--- src/core/acsa_pkg.sv ---
// Constants shared by the autoscan control and result memory arbiter
// Operation
// RL1: Control/status word answers at every even offset 0x0 to 0xE.
// RL2: Control word has exactly seven active bits out of sixteen.
// RL3: Software writes zero into the nine reserved control positions.
// RL4: Bits drive fail lamp, software reset and autoscan enable.
// RL5: One bit selects two's complement or offset binary results.
// RL6: Self-test bit has no effect, only echoes into status.
// RL7: Two-bit field selects how many channels the scan cycles through.
// RL8: Status read echoes control bits and adds calibration busy.
// RL9: Undefined status bits always read as zero.
// RL10: Scan and host take result memory one at a time.
// RL11: Host access delayed past sixteen clocks ends with retry.
// RL12: Host controller reissues a retried access until it completes.
// RL13: Memory arbitration never stretches or shifts the conversion schedule.
// RL14: When enabled, scan converts selected channels into memory continuously.
// RL15: Aggregate conversion rate is fixed at 99.5 kHz.
// RL16: Memory holds 32 words at 0x10-0x4E; lower 24 get results.
// RL17: Conversion is 10.05 us: 2.0 us sample, then 17 clocks.
// RL18: Mux advances at hold; prior result written during next conversion.
// RL19: Reset starts calibration, busy for 85,530 converter clocks.
// RL20: Same-cycle memory requests go to the scan side first.
// RL21: System reset clears all control bits to zero.
package acsa_pkg;
    // ****************************************************************
    // Address map (byte offsets on the add-on port)
    // ****************************************************************
    localparam logic [6:0] CSW_FIRST     = 7'h00;
    localparam logic [6:0] CSW_LAST      = 7'h0e;
    localparam logic [6:0] MEM_FIRST     = 7'h10;
    localparam logic [6:0] MEM_LAST      = 7'h4e;
    localparam int         MEM_WORDS     = 32;
    localparam int         SCAN_WORDS    = 24;
    // ****************************************************************
    // Control/status word fields
    // ****************************************************************
    localparam int          CTL_FAIL_OFF  = 0;
    localparam int          CTL_SOFT_RST  = 1;
    localparam int          CTL_SCAN_EN   = 2;
    localparam int          CTL_TWOS      = 3;
    localparam int          CTL_SELFTEST  = 4;
    localparam int          CTL_CHSEL_LO  = 5;
    localparam int          CTL_BITS      = 7;
    localparam int          STS_CAL_BUSY  = 7;
    localparam logic [15:0] CTL_RESET     = 16'h0000;
    // ****************************************************************
    // Timing
    // ****************************************************************
    localparam int CLK_MHZ        = 200;
    localparam int CONV_NS        = 10050;
    localparam int SAMPLE_NS      = 2000;
    localparam int CONV_CYC       = (CONV_NS * CLK_MHZ) / 1000;
    localparam int SAMPLE_CYC     = (SAMPLE_NS * CLK_MHZ + 999) / 1000;
    localparam int ADC_PULSES     = 17;
    localparam int ADC_HALF_CYC   = 40;
    localparam int CAL_CLKS       = 85530;
    localparam int HOST_LIMIT_CLK = 16;
    localparam int ANSWER_LAT     = 2;
    localparam int RETRY_WAIT     = HOST_LIMIT_CLK - ANSWER_LAT;
    localparam int FIFO_DEPTH     = 16;

    typedef enum logic [2:0] {
        ST_CAL, ST_IDLE, ST_SAMPLE, ST_CONV, ST_WAIT
    } acsa_state_t;

    // Channels per scan for each select code
    function automatic logic [4:0] acsa_nchan(input logic [1:0] sel);
        case (sel)
            2'h0:    acsa_nchan = 5'd8;
            2'h1:    acsa_nchan = 5'd16;
            default: acsa_nchan = 5'd24;
        endcase
    endfunction : acsa_nchan
endpackage : acsa_pkg

--- src/core/acsa_sync.sv ---
// Three-stage pin synchroniser with agreement filter
`timescale 1ns/1ps
module acsa_sync #(
    parameter int WIDTH = 16
) (
    input  wire logic             sys_clk_i,
    input  wire logic             reset_i,
    input  wire logic [WIDTH-1:0] pin_i,
    output logic      [WIDTH-1:0] value_o
);
    logic [WIDTH-1:0] s1_q, s2_q, s3_q, val_q;
    logic [WIDTH-1:0] val_d;

    always_comb begin
        // Accept only once the second and third stages agree
        val_d = (s2_q == s3_q) ? s3_q : val_q;
    end

    always_ff @(posedge sys_clk_i) begin
        if (reset_i) begin
            s1_q  <= '0;
            s2_q  <= '0;
            s3_q  <= '0;
            val_q <= '0;
        end else begin
            s1_q  <= pin_i;
            s2_q  <= s1_q;
            s3_q  <= s2_q;
            val_q <= val_d;
        end
    end

    assign value_o = val_q;
endmodule : acsa_sync

--- src/core/acsa_fifo.sv ---
// Result write buffer between scan sequencer and memory arbiter
`timescale 1ns/1ps
module acsa_fifo #(
    parameter int WIDTH = 21,
    parameter int DEPTH = 16
) (
    input  wire logic             sys_clk_i,
    input  wire logic             reset_i,
    input  wire logic             in_valid_i,
    output logic                  in_ready_o,
    input  wire logic [WIDTH-1:0] in_data_i,
    output logic                  out_valid_o,
    input  wire logic             out_ready_i,
    output logic      [WIDTH-1:0] out_data_o
);
    localparam int AW = $clog2(DEPTH);

    if (DEPTH < 2 || (1 << AW) != DEPTH || WIDTH < 1) begin : g_bad_size
        $error("acsa_fifo: DEPTH must be a power of two >= 2");
    end

    logic [WIDTH-1:0] mem_q [DEPTH];
    logic [AW:0]      wr_q, rd_q, wr_d, rd_d;
    logic             push, pop;

    always_comb begin
        in_ready_o  = (wr_q - rd_q) != (AW+1)'(DEPTH);
        out_valid_o = wr_q != rd_q;
        out_data_o  = mem_q[rd_q[AW-1:0]];
        push        = in_valid_i & in_ready_o;
        pop         = out_valid_o & out_ready_i;
        wr_d        = push ? wr_q + 1'b1 : wr_q;
        rd_d        = pop ? rd_q + 1'b1 : rd_q;
    end

    always_ff @(posedge sys_clk_i) begin
        if (reset_i) begin
            wr_q <= '0;
            rd_q <= '0;
        end else begin
            wr_q <= wr_d;
            rd_q <= rd_d;
        end
    end

    always_ff @(posedge sys_clk_i) begin
        if (push) begin
            mem_q[wr_q[AW-1:0]] <= in_data_i;
        end
    end
endmodule : acsa_fifo

--- src/core/acsa_top.sv ---
// Autoscan sequencer, control/status word and result memory arbiter
`timescale 1ns/1ps
module acsa_top
    import acsa_pkg::*;
#(
    parameter int CAL_CYCLES = CAL_CLKS
) (
    input  wire logic        sys_clk_i,
    input  wire logic        reset_i,
    // Add-on target port of the bus interface device
    input  wire logic        host_req_i,
    input  wire logic        host_we_i,
    input  wire logic [6:0]  host_addr_i,
    input  wire logic [15:0] host_wdata_i,
    output logic             host_ack_o,
    output logic             host_retry_o,
    output logic      [15:0] host_rdata_o,
    // Converter, multiplexer and lamp
    input  wire logic [15:0] adc_data_i,
    output logic             adc_sample_o,
    output logic             adc_clk_o,
    output logic             adc_cal_o,
    output logic      [4:0]  mux_addr_o,
    output logic             fail_led_off_o
);
    if (CAL_CYCLES < 1 || CAL_CYCLES > 131071) begin : g_bad_cal
        $error("acsa_top: CAL_CYCLES out of range");
    end

    // ****************************************************************
    // Declarations
    // ****************************************************************
    localparam int FW = 21;

    acsa_state_t      st_q, st_d;
    logic [11:0]      cnt_q, cnt_d;
    logic [7:0]       half_q, half_d;
    logic [4:0]       pulses_q, pulses_d;
    logic [16:0]      cal_cnt_q, cal_cnt_d;
    logic             clk_q, clk_d, smp_q, smp_d, cal_q, cal_d;
    logic [4:0]       chan_q, chan_d, mux_q, mux_d;
    logic             pend_q, pend_d;
    logic [4:0]       pend_ch_q, pend_ch_d;
    logic [15:0]      pend_dat_q, pend_dat_d;
    logic             push_q, push_d;
    logic [FW-1:0]    push_dat_q, push_dat_d;

    logic [CTL_BITS-1:0] ctrl_q, ctrl_d;
    logic             srst_q, srst_d, hdone_q, hdone_d, hbusy_q, hbusy_d;
    logic [4:0]       hwait_q, hwait_d;
    logic             ack_q, ack_d, retry_q, retry_d;
    logic [15:0]      rdata_q, rdata_d;
    logic [15:0]      mem_q [MEM_WORDS];
    logic [15:0]      mem_d [MEM_WORDS];

    logic [15:0]      adc_val;
    logic             fifo_in_ready, fifo_out_valid, fifo_out_ready;
    logic [FW-1:0]    fifo_out_data;
    logic             scan_rst, half_end, rising, host_csw, host_mem;
    logic [4:0]       host_idx;

    function automatic logic [4:0] next_chan(input logic [4:0] c,
                                             input logic [1:0] sel);
        next_chan = (c >= acsa_nchan(sel) - 5'd1) ? 5'd0 : c + 5'd1;
    endfunction : next_chan

    // ****************************************************************
    // Converter data pin synchroniser and result buffer
    // ****************************************************************
    acsa_sync #(.WIDTH(16)) u_sync (
        .sys_clk_i (sys_clk_i),
        .reset_i   (reset_i),
        .pin_i     (adc_data_i),
        .value_o   (adc_val)
    );

    acsa_fifo #(.WIDTH(FW), .DEPTH(FIFO_DEPTH)) u_fifo (
        .sys_clk_i   (sys_clk_i),
        .reset_i     (reset_i),
        .in_valid_i  (push_q),
        .in_ready_o  (fifo_in_ready),
        .in_data_i   (push_dat_q),
        .out_valid_o (fifo_out_valid),
        .out_ready_i (fifo_out_ready),
        .out_data_o  (fifo_out_data)
    );

    // ****************************************************************
    // Scan sequencer
    // ****************************************************************
    always_comb begin
        scan_rst   = reset_i | srst_q;
        half_end   = half_q == 8'(ADC_HALF_CYC - 1);
        rising     = half_end & ~clk_q;
        st_d       = st_q;
        cnt_d      = cnt_q + 12'd1;
        half_d     = half_end ? 8'd0 : half_q + 8'd1;
        pulses_d   = pulses_q;
        cal_cnt_d  = cal_cnt_q;
        clk_d      = clk_q;
        smp_d      = smp_q;
        cal_d      = cal_q;
        chan_d     = chan_q;
        mux_d      = mux_q;
        pend_d     = pend_q;
        pend_ch_d  = pend_ch_q;
        pend_dat_d = pend_dat_q;
        // Held until the buffer takes it
        push_d     = push_q & ~fifo_in_ready;
        push_dat_d = push_dat_q;
        case (st_q)
            ST_CAL: begin
                // RL19 calibration clock count
                if (half_end) begin
                    clk_d = ~clk_q;
                end
                if (rising) begin
                    cal_cnt_d = cal_cnt_q - 17'd1;
                    if (cal_cnt_q == 17'd1) begin
                        st_d  = ST_IDLE;
                        cal_d = 1'b0;
                    end
                end
            end
            ST_IDLE: begin
                clk_d = 1'b0;
                mux_d = 5'd0;
                chan_d = 5'd0;
                // RL4 RL14 scan enable starts the loop
                if (ctrl_q[CTL_SCAN_EN]) begin
                    st_d  = ST_SAMPLE;
                    cnt_d = 12'd0;
                    smp_d = 1'b1;
                end
            end
            ST_SAMPLE: begin
                clk_d = 1'b0;
                // RL17 sample command length
                if (cnt_q == 12'(SAMPLE_CYC - 1)) begin
                    st_d     = ST_CONV;
                    smp_d    = 1'b0;
                    half_d   = 8'd0;
                    pulses_d = 5'd0;
                    // RL18 mux slews during hold
                    mux_d    = next_chan(chan_q, ctrl_q[CTL_CHSEL_LO +: 2]);
                    // RL18 previous result goes out now
                    if (pend_q) begin
                        push_d     = 1'b1;
                        push_dat_d = {pend_ch_q, pend_dat_q};
                        pend_d     = 1'b0;
                    end
                end
            end
            ST_CONV: begin
                if (half_end) begin
                    clk_d = ~clk_q;
                end
                // RL17 seventeen converter clocks
                if (rising) begin
                    pulses_d = pulses_q + 5'd1;
                    if (pulses_q == 5'(ADC_PULSES - 1)) begin
                        st_d = ST_WAIT;
                    end
                end
            end
            ST_WAIT: begin
                if (half_end) begin
                    clk_d = 1'b0;
                end
                // RL15 RL13 fixed period, never stretched
                if (cnt_q == 12'(CONV_CYC - 1)) begin
                    pend_ch_d  = chan_q;
                    // RL5 output format select
                    pend_dat_d = ctrl_q[CTL_TWOS] ?
                                 {~adc_val[15], adc_val[14:0]} : adc_val;
                    chan_d     = mux_q;
                    if (ctrl_q[CTL_SCAN_EN]) begin
                        st_d   = ST_SAMPLE;
                        cnt_d  = 12'd0;
                        smp_d  = 1'b1;
                        pend_d = 1'b1;
                    end else begin
                        // Last result is flushed when scanning stops
                        st_d       = ST_IDLE;
                        push_d     = 1'b1;
                        push_dat_d = {chan_q, pend_dat_d};
                    end
                end
            end
            default: begin
                st_d = ST_IDLE;
            end
        endcase
    end

    always_ff @(posedge sys_clk_i) begin
        if (scan_rst) begin
            // RL19 calibration on any reset
            st_q      <= ST_CAL;
            cal_q     <= 1'b1;
            cal_cnt_q <= 17'(CAL_CYCLES);
            cnt_q     <= 12'd0;
            half_q    <= 8'd0;
            pulses_q  <= 5'd0;
            clk_q     <= 1'b0;
            smp_q     <= 1'b0;
            chan_q    <= 5'd0;
            mux_q     <= 5'd0;
            pend_q    <= 1'b0;
            push_q    <= 1'b0;
        end else begin
            st_q      <= st_d;
            cal_q     <= cal_d;
            cal_cnt_q <= cal_cnt_d;
            cnt_q     <= cnt_d;
            half_q    <= half_d;
            pulses_q  <= pulses_d;
            clk_q     <= clk_d;
            smp_q     <= smp_d;
            chan_q    <= chan_d;
            mux_q     <= mux_d;
            pend_q    <= pend_d;
            push_q    <= push_d;
        end
        pend_ch_q  <= pend_ch_d;
        pend_dat_q <= pend_dat_d;
        push_dat_q <= push_dat_d;
    end

    // ****************************************************************
    // Host port, control word and memory arbiter
    // ****************************************************************
    always_comb begin
        // RL1 all even offsets 0x0-0xE alias the word
        host_csw = host_addr_i <= CSW_LAST;
        // RL16 result memory window
        host_mem = host_addr_i >= MEM_FIRST && host_addr_i <= MEM_LAST;
        host_idx = 5'((host_addr_i - MEM_FIRST) >> 1);
        // RL10 one-cycle host hold blocks the buffer drain
        fifo_out_ready = ~hbusy_q;
        ack_d   = 1'b0;
        retry_d = 1'b0;
        rdata_d = rdata_q;
        ctrl_d  = ctrl_q;
        srst_d  = 1'b0;
        hdone_d = hdone_q;
        hbusy_d = 1'b0;
        hwait_d = hwait_q;
        mem_d   = mem_q;
        if (fifo_out_valid & fifo_out_ready) begin
            mem_d[fifo_out_data[20:16]] = fifo_out_data[15:0];
        end
        if (!host_req_i) begin
            hdone_d = 1'b0;
            hwait_d = 5'd0;
        end else if (!hdone_q) begin
            // RL20 pending scan write wins the memory
            if (!host_mem || (!fifo_out_valid && !hbusy_q)) begin
                ack_d   = 1'b1;
                hdone_d = 1'b1;
                hwait_d = 5'd0;
                hbusy_d = host_mem;
                rdata_d = 16'h0000;
                if (host_csw) begin
                    // RL8 RL9 status echo, unused bits zero
                    rdata_d[CTL_BITS-1:0] = ctrl_q;
                    rdata_d[STS_CAL_BUSY] = st_q == ST_CAL;
                end else if (host_mem) begin
                    rdata_d = mem_q[host_idx];
                end
                if (host_we_i && host_csw) begin
                    // RL2 RL6 RL7 only seven bits stored
                    ctrl_d = host_wdata_i[CTL_BITS-1:0];
                    // RL4 reset request is a self-clearing pulse
                    srst_d = host_wdata_i[CTL_SOFT_RST];
                    ctrl_d[CTL_SOFT_RST] = 1'b0;
                end else if (host_we_i && host_mem) begin
                    mem_d[host_idx] = host_wdata_i;
                end
            end else if (hwait_q == 5'(RETRY_WAIT - 1)) begin
                // RL11 give up before the sixteen-clock limit
                retry_d = 1'b1;
                hdone_d = 1'b1;
                hwait_d = 5'd0;
            end else begin
                hwait_d = hwait_q + 5'd1;
            end
        end
        if (srst_q) begin
            ctrl_d = CTL_RESET[CTL_BITS-1:0];
        end
    end

    always_ff @(posedge sys_clk_i) begin
        if (reset_i) begin
            // RL21 all control bits cleared after reset
            ctrl_q  <= CTL_RESET[CTL_BITS-1:0];
            srst_q  <= 1'b0;
            hdone_q <= 1'b0;
            hbusy_q <= 1'b0;
            hwait_q <= 5'd0;
            ack_q   <= 1'b0;
            retry_q <= 1'b0;
            rdata_q <= 16'h0000;
        end else begin
            ctrl_q  <= ctrl_d;
            srst_q  <= srst_d;
            hdone_q <= hdone_d;
            hbusy_q <= hbusy_d;
            hwait_q <= hwait_d;
            ack_q   <= ack_d;
            retry_q <= retry_d;
            rdata_q <= rdata_d;
        end
        mem_q <= mem_d;
    end

    // ****************************************************************
    // Outputs
    // ****************************************************************
    assign host_ack_o     = ack_q;
    assign host_retry_o   = retry_q;
    assign host_rdata_o   = rdata_q;
    assign adc_sample_o   = smp_q;
    assign adc_clk_o      = clk_q;
    assign adc_cal_o      = cal_q;
    assign mux_addr_o     = mux_q;
    assign fail_led_off_o = ctrl_q[CTL_FAIL_OFF];
endmodule : acsa_top

--- config.mk ---
export PLATFORM = sky130hd
export DESIGN_NAME = acsa_top
export DESIGN_NICKNAME = d
export VERILOG_FILES = /design/src/core/acsa_pkg.sv /design/src/core/acsa_sync.sv /design/src/core/acsa_fifo.sv /design/src/core/acsa_top.sv
export SDC_FILE = /design/constraint.sdc
export NUM_CORES = 2
export LEC_CHECK = 0
export ABC_CLOCK_PERIOD_IN_PS = 8700
export BUFFER_PORTS_ARGS = -buffer_cell sky130_fd_sc_hd__buf_4
export CAP_MARGIN = 5
export CORE_MARGIN = 4
export CORE_UTILIZATION = 65
export DETAILED_ROUTE_END_ITERATION = 6
export PLACE_DENSITY = 0.78
export SYNTH_ARGS = -nofsm -noshare
export SYNTH_HDL_FRONTEND = slang
export SYNTH_SLANG_ARGS = --single-unit
--- constraint.sdc ---
create_clock -name sys_clk_i -period 8.7 [get_ports sys_clk_i]
set_clock_uncertainty 0.2 [all_clocks]
set_input_delay 1.74 -clock sys_clk_i [delete_from_list [all_inputs] [get_ports sys_clk_i]]
set_output_delay 1.74 -clock sys_clk_i [all_outputs]
set_load 0.01 [all_outputs]
==> flow_metrics.env <==
export IMPL_status="finished, violations left"
export IMPL_violations="DRC, slew limit"
export IMPL_leakage_nw=17.0
export IMPL_slew_viol_final=16
export IMPL_utilization=0.719
export IMPL_multi_input_comb_area_sq_mm=0.0196
export IMPL_setup_tns_ps=0
export IMPL_final_layout_size_suffix_gt1_frac=0.185
export IMPL_muxShareOfSynthArea=0.137
export IMPL_clock_latency_ps=700
export IMPL_synth_commonest_cells="dfxtp_1 (682), nor3_1 (534), a221o_1 (512)"
export IMPL_drt_iter0_markers=6253
export IMPL_antenna_found_initial=9
export IMPL_ys_ff_latch=1060
export IMPL_postCtsSetupBuffers=0
export IMPL_fin_area_sq_mm=0.0503
export IMPL_gp_congestion=0.937
export IMPL_rsz0062_at_grt="false"
export IMPL_io_pins=70
export IMPL_yosys_area_share_adder=0.00680
export IMPL_cap_viol_max_count=0
export IMPL_fin_crit_sh=0.653
export IMPL_synth_area_leaders="dfxtp_1 (30%), edfxtp_1 (25%), mux4_2 (11%)"
export IMPL_gr_total_overflow=0
export IMPL_critPathRequiredTime_ps=9050
export IMPL_avgSynthCellArea_sq_um=12.6
export IMPL_via_count=35949
export IMPL_fill_cells=4569
export IMPL_cts_tree="done"
export IMPL_crit_path_end_kind="flip-flop"
export IMPL_grt_pass1_vias=35355
export IMPL_synth_most_common_cell="dfxtp_1"
export IMPL_syn_to_final_growth_pct=9.47
export IMPL_synth_top_area_cell="dfxtp_1"
export IMPL_syn_area_sq_mm=0.0460
export IMPL_peakVddDrop_mv=0.317
export IMPL_initial_core_util=0.657
export IMPL_hpwlAfterDp_mm=88.8
export IMPL_hold_ws_ps=233
export IMPL_critPathKind="in2reg"
export IMPL_hold_depth=1
export IMPL_cts_buffers=102
export IMPL_cts_root_buf="clkbuf_16"
export IMPL_synth_compound_area_share=0.150
export IMPL_worstPathArrival_ps=6020
export IMPL_grt_usage=0.401
export IMPL_wl_mm=154
export IMPL_synth_nets=3714
export IMPL_cts_resized_gates=0
export IMPL_dr_pass1_iters=7
export IMPL_r2r_setup_slack_ps=3280
export IMPL_die_w_microns=274
export IMPL_antenna_left=0
export IMPL_pwr_density_cell_mw_per_mm2=286
export IMPL_fin_crit_ps=5680
export IMPL_vias_per_cell=7.95
export IMPL_ys_types=80
export IMPL_async_flop_share=0
export IMPL_grt_max_degree=257
export IMPL_ys_flop_type="dfxtp_1"
export IMPL_seq_area_frac_synth=0.544
export IMPL_seqCellArea_sq_mm=0.0250
export IMPL_drc=47
export IMPL_rows=97
export IMPL_cts_hold_buf=0
export IMPL_cts_sinks=1060
export IMPL_drt_wirelength_per_cell_microns=34.0
export IMPL_die_height_microns=274
export IMPL_synth_top_area_share=0.297
export IMPL_fmax_ghz=0.176
export IMPL_final_nets=3559
export IMPL_critPathMaxFanout=35
export IMPL_crit_path_start_kind="primary input"
export IMPL_portBuffers=69
export IMPL_grt_pass1_wl_mm=226
export IMPL_synth_top_family_by_area="compound AO/OA/AOI/OAI gates"
export IMPL_tightest_slew_ps=1530
export IMPL_clkSlewWorstSetupHoldPaths_ps=60
export IMPL_synth_xor_area_frac=0.0120
export IMPL_core_area_sq_mm=0.0700
export IMPL_synth_edf_count=378
export IMPL_synth_warnings=0
export IMPL_hold_path_class="reg2reg"
export IMPL_die_area_sq_mm=0.0751
export IMPL_slew_headroom=-0.0232
export IMPL_hold_violations=0
export IMPL_setup_violations=0
export IMPL_place_area_sq_mm=0.0469
export IMPL_clk_path_buf_depth=3
export IMPL_netlist_instances=3646
export IMPL_ff2ff_path_depth=8
export IMPL_synth_simple_area_share=0.114
export IMPL_htreeDepth=3
[sequential cells by signal, summed over array words and instances (netlist names), 6 cells and up, named ones only]
name            cells
pend_dat_q         16
ctrl_q              6
u_fifo.mem_q      336
host_rdata_o       16
mem_q             512
half_q              8
u_sync.s3_q        16
cal_cnt_q          17
u_sync.value_o     16
u_sync.s2_q        16
push_dat_q         21
cnt_q              12
u_sync.s1_q        16
[cells by family (layout without fill, tap and decap cells)]
kind of cell | after synthesis | count (layout)
XOR/XNOR | 63 | 63
adder cells (fa/ha/maj) | 25 | 25
other | 0 | 8
AND/OR/NAND/NOR | 1006 | 1006
multiplexers | 334 | 334
AO/OA/AOI/OAI | 738 | 738
flip-flops | 1060 | 1060
buffers and inverters | 420 | 350
[cells in the final DEF, fill, tap and decap left out, drive strengths merged, types with 25 or more instances in the layout]
master and n:
o21ai 34, nor3 534, nor2b 63, and2 58, inv 31, o211ai 38, xor2 39, mux4 233
clkbuf 137, nor2 121, clkinv 36, buf 132, a21oi 26, and3 42, nand2 53, ha 25
edfxtp 378, nand4 46, mux2i 58, mux2 43, a221o 512, dfxtp 682, a22oi 30
[critical path, stage by stage]
cell and delay [ps]:
buf_4 390, inv_1 480, ha_1 410, or3b_2 210, a211o_1 180, nand4_1 320, nor2_4 890, buf_4 530
a2bb2oi_2 240, buf_4 270, a221o_1 310
[per-layer routing]
| metal | global-route usage | vias to the layer above | routed length, microns |
|---|---|---|---|
| li1 | - | 14365 | - |
| met1 | 0.496 | 17526 | 52400 |
| met2 | 0.591 | 3192 | 66500 |
| met3 | 0.153 | 862 | 22400 |
| met4 | 0.262 | 4 | 12600 |
| met5 | 0 | - | 29 |
[per-stage QoR]
stage	setup WS (ps)	instances	total power, mW
floorplan	4030	3646	8.91
global placement	2660	4325	9.65
detailed placement	2560	4325	9.81
CTS	3240	4514	14.2
global route	2980	4519	14.8
finish	3020	4524	14.4
[power breakdown]
group | internal (mW) | total (mW) | switching, mW
Clock | 2.50 | 4.49 | 1.99
Sequential | 6.05 | 6.69 | 0.639
Combinational | 1.53 | 3.23 | 1.70
Total | 10.1 | 14.4 | 4.33
[area by class of cell]
cell class                 instances  share of cell area
multi-input combinational       2166               0.390
sequential                      1060               0.497
clock buffer                     136              0.0560
inverter                          28             0.00209
tap                              940              0.0234
timing repair buffer             133              0.0205
antenna                            8            0.000398
clock inverter                    53              0.0109
[worst paths after layout]
path | end | from
setup / recovery | mem_q[299] | host_addr_i[4]
hold / removal | u_sync.s2_q[8] | u_sync.s1_q[8]
setup reg to reg | mem_q[411] | flip-flop
hold reg to reg | u_sync.s2_q[8] | u_sync.s1_q[8]
Power figures use the tool's default switching activity.
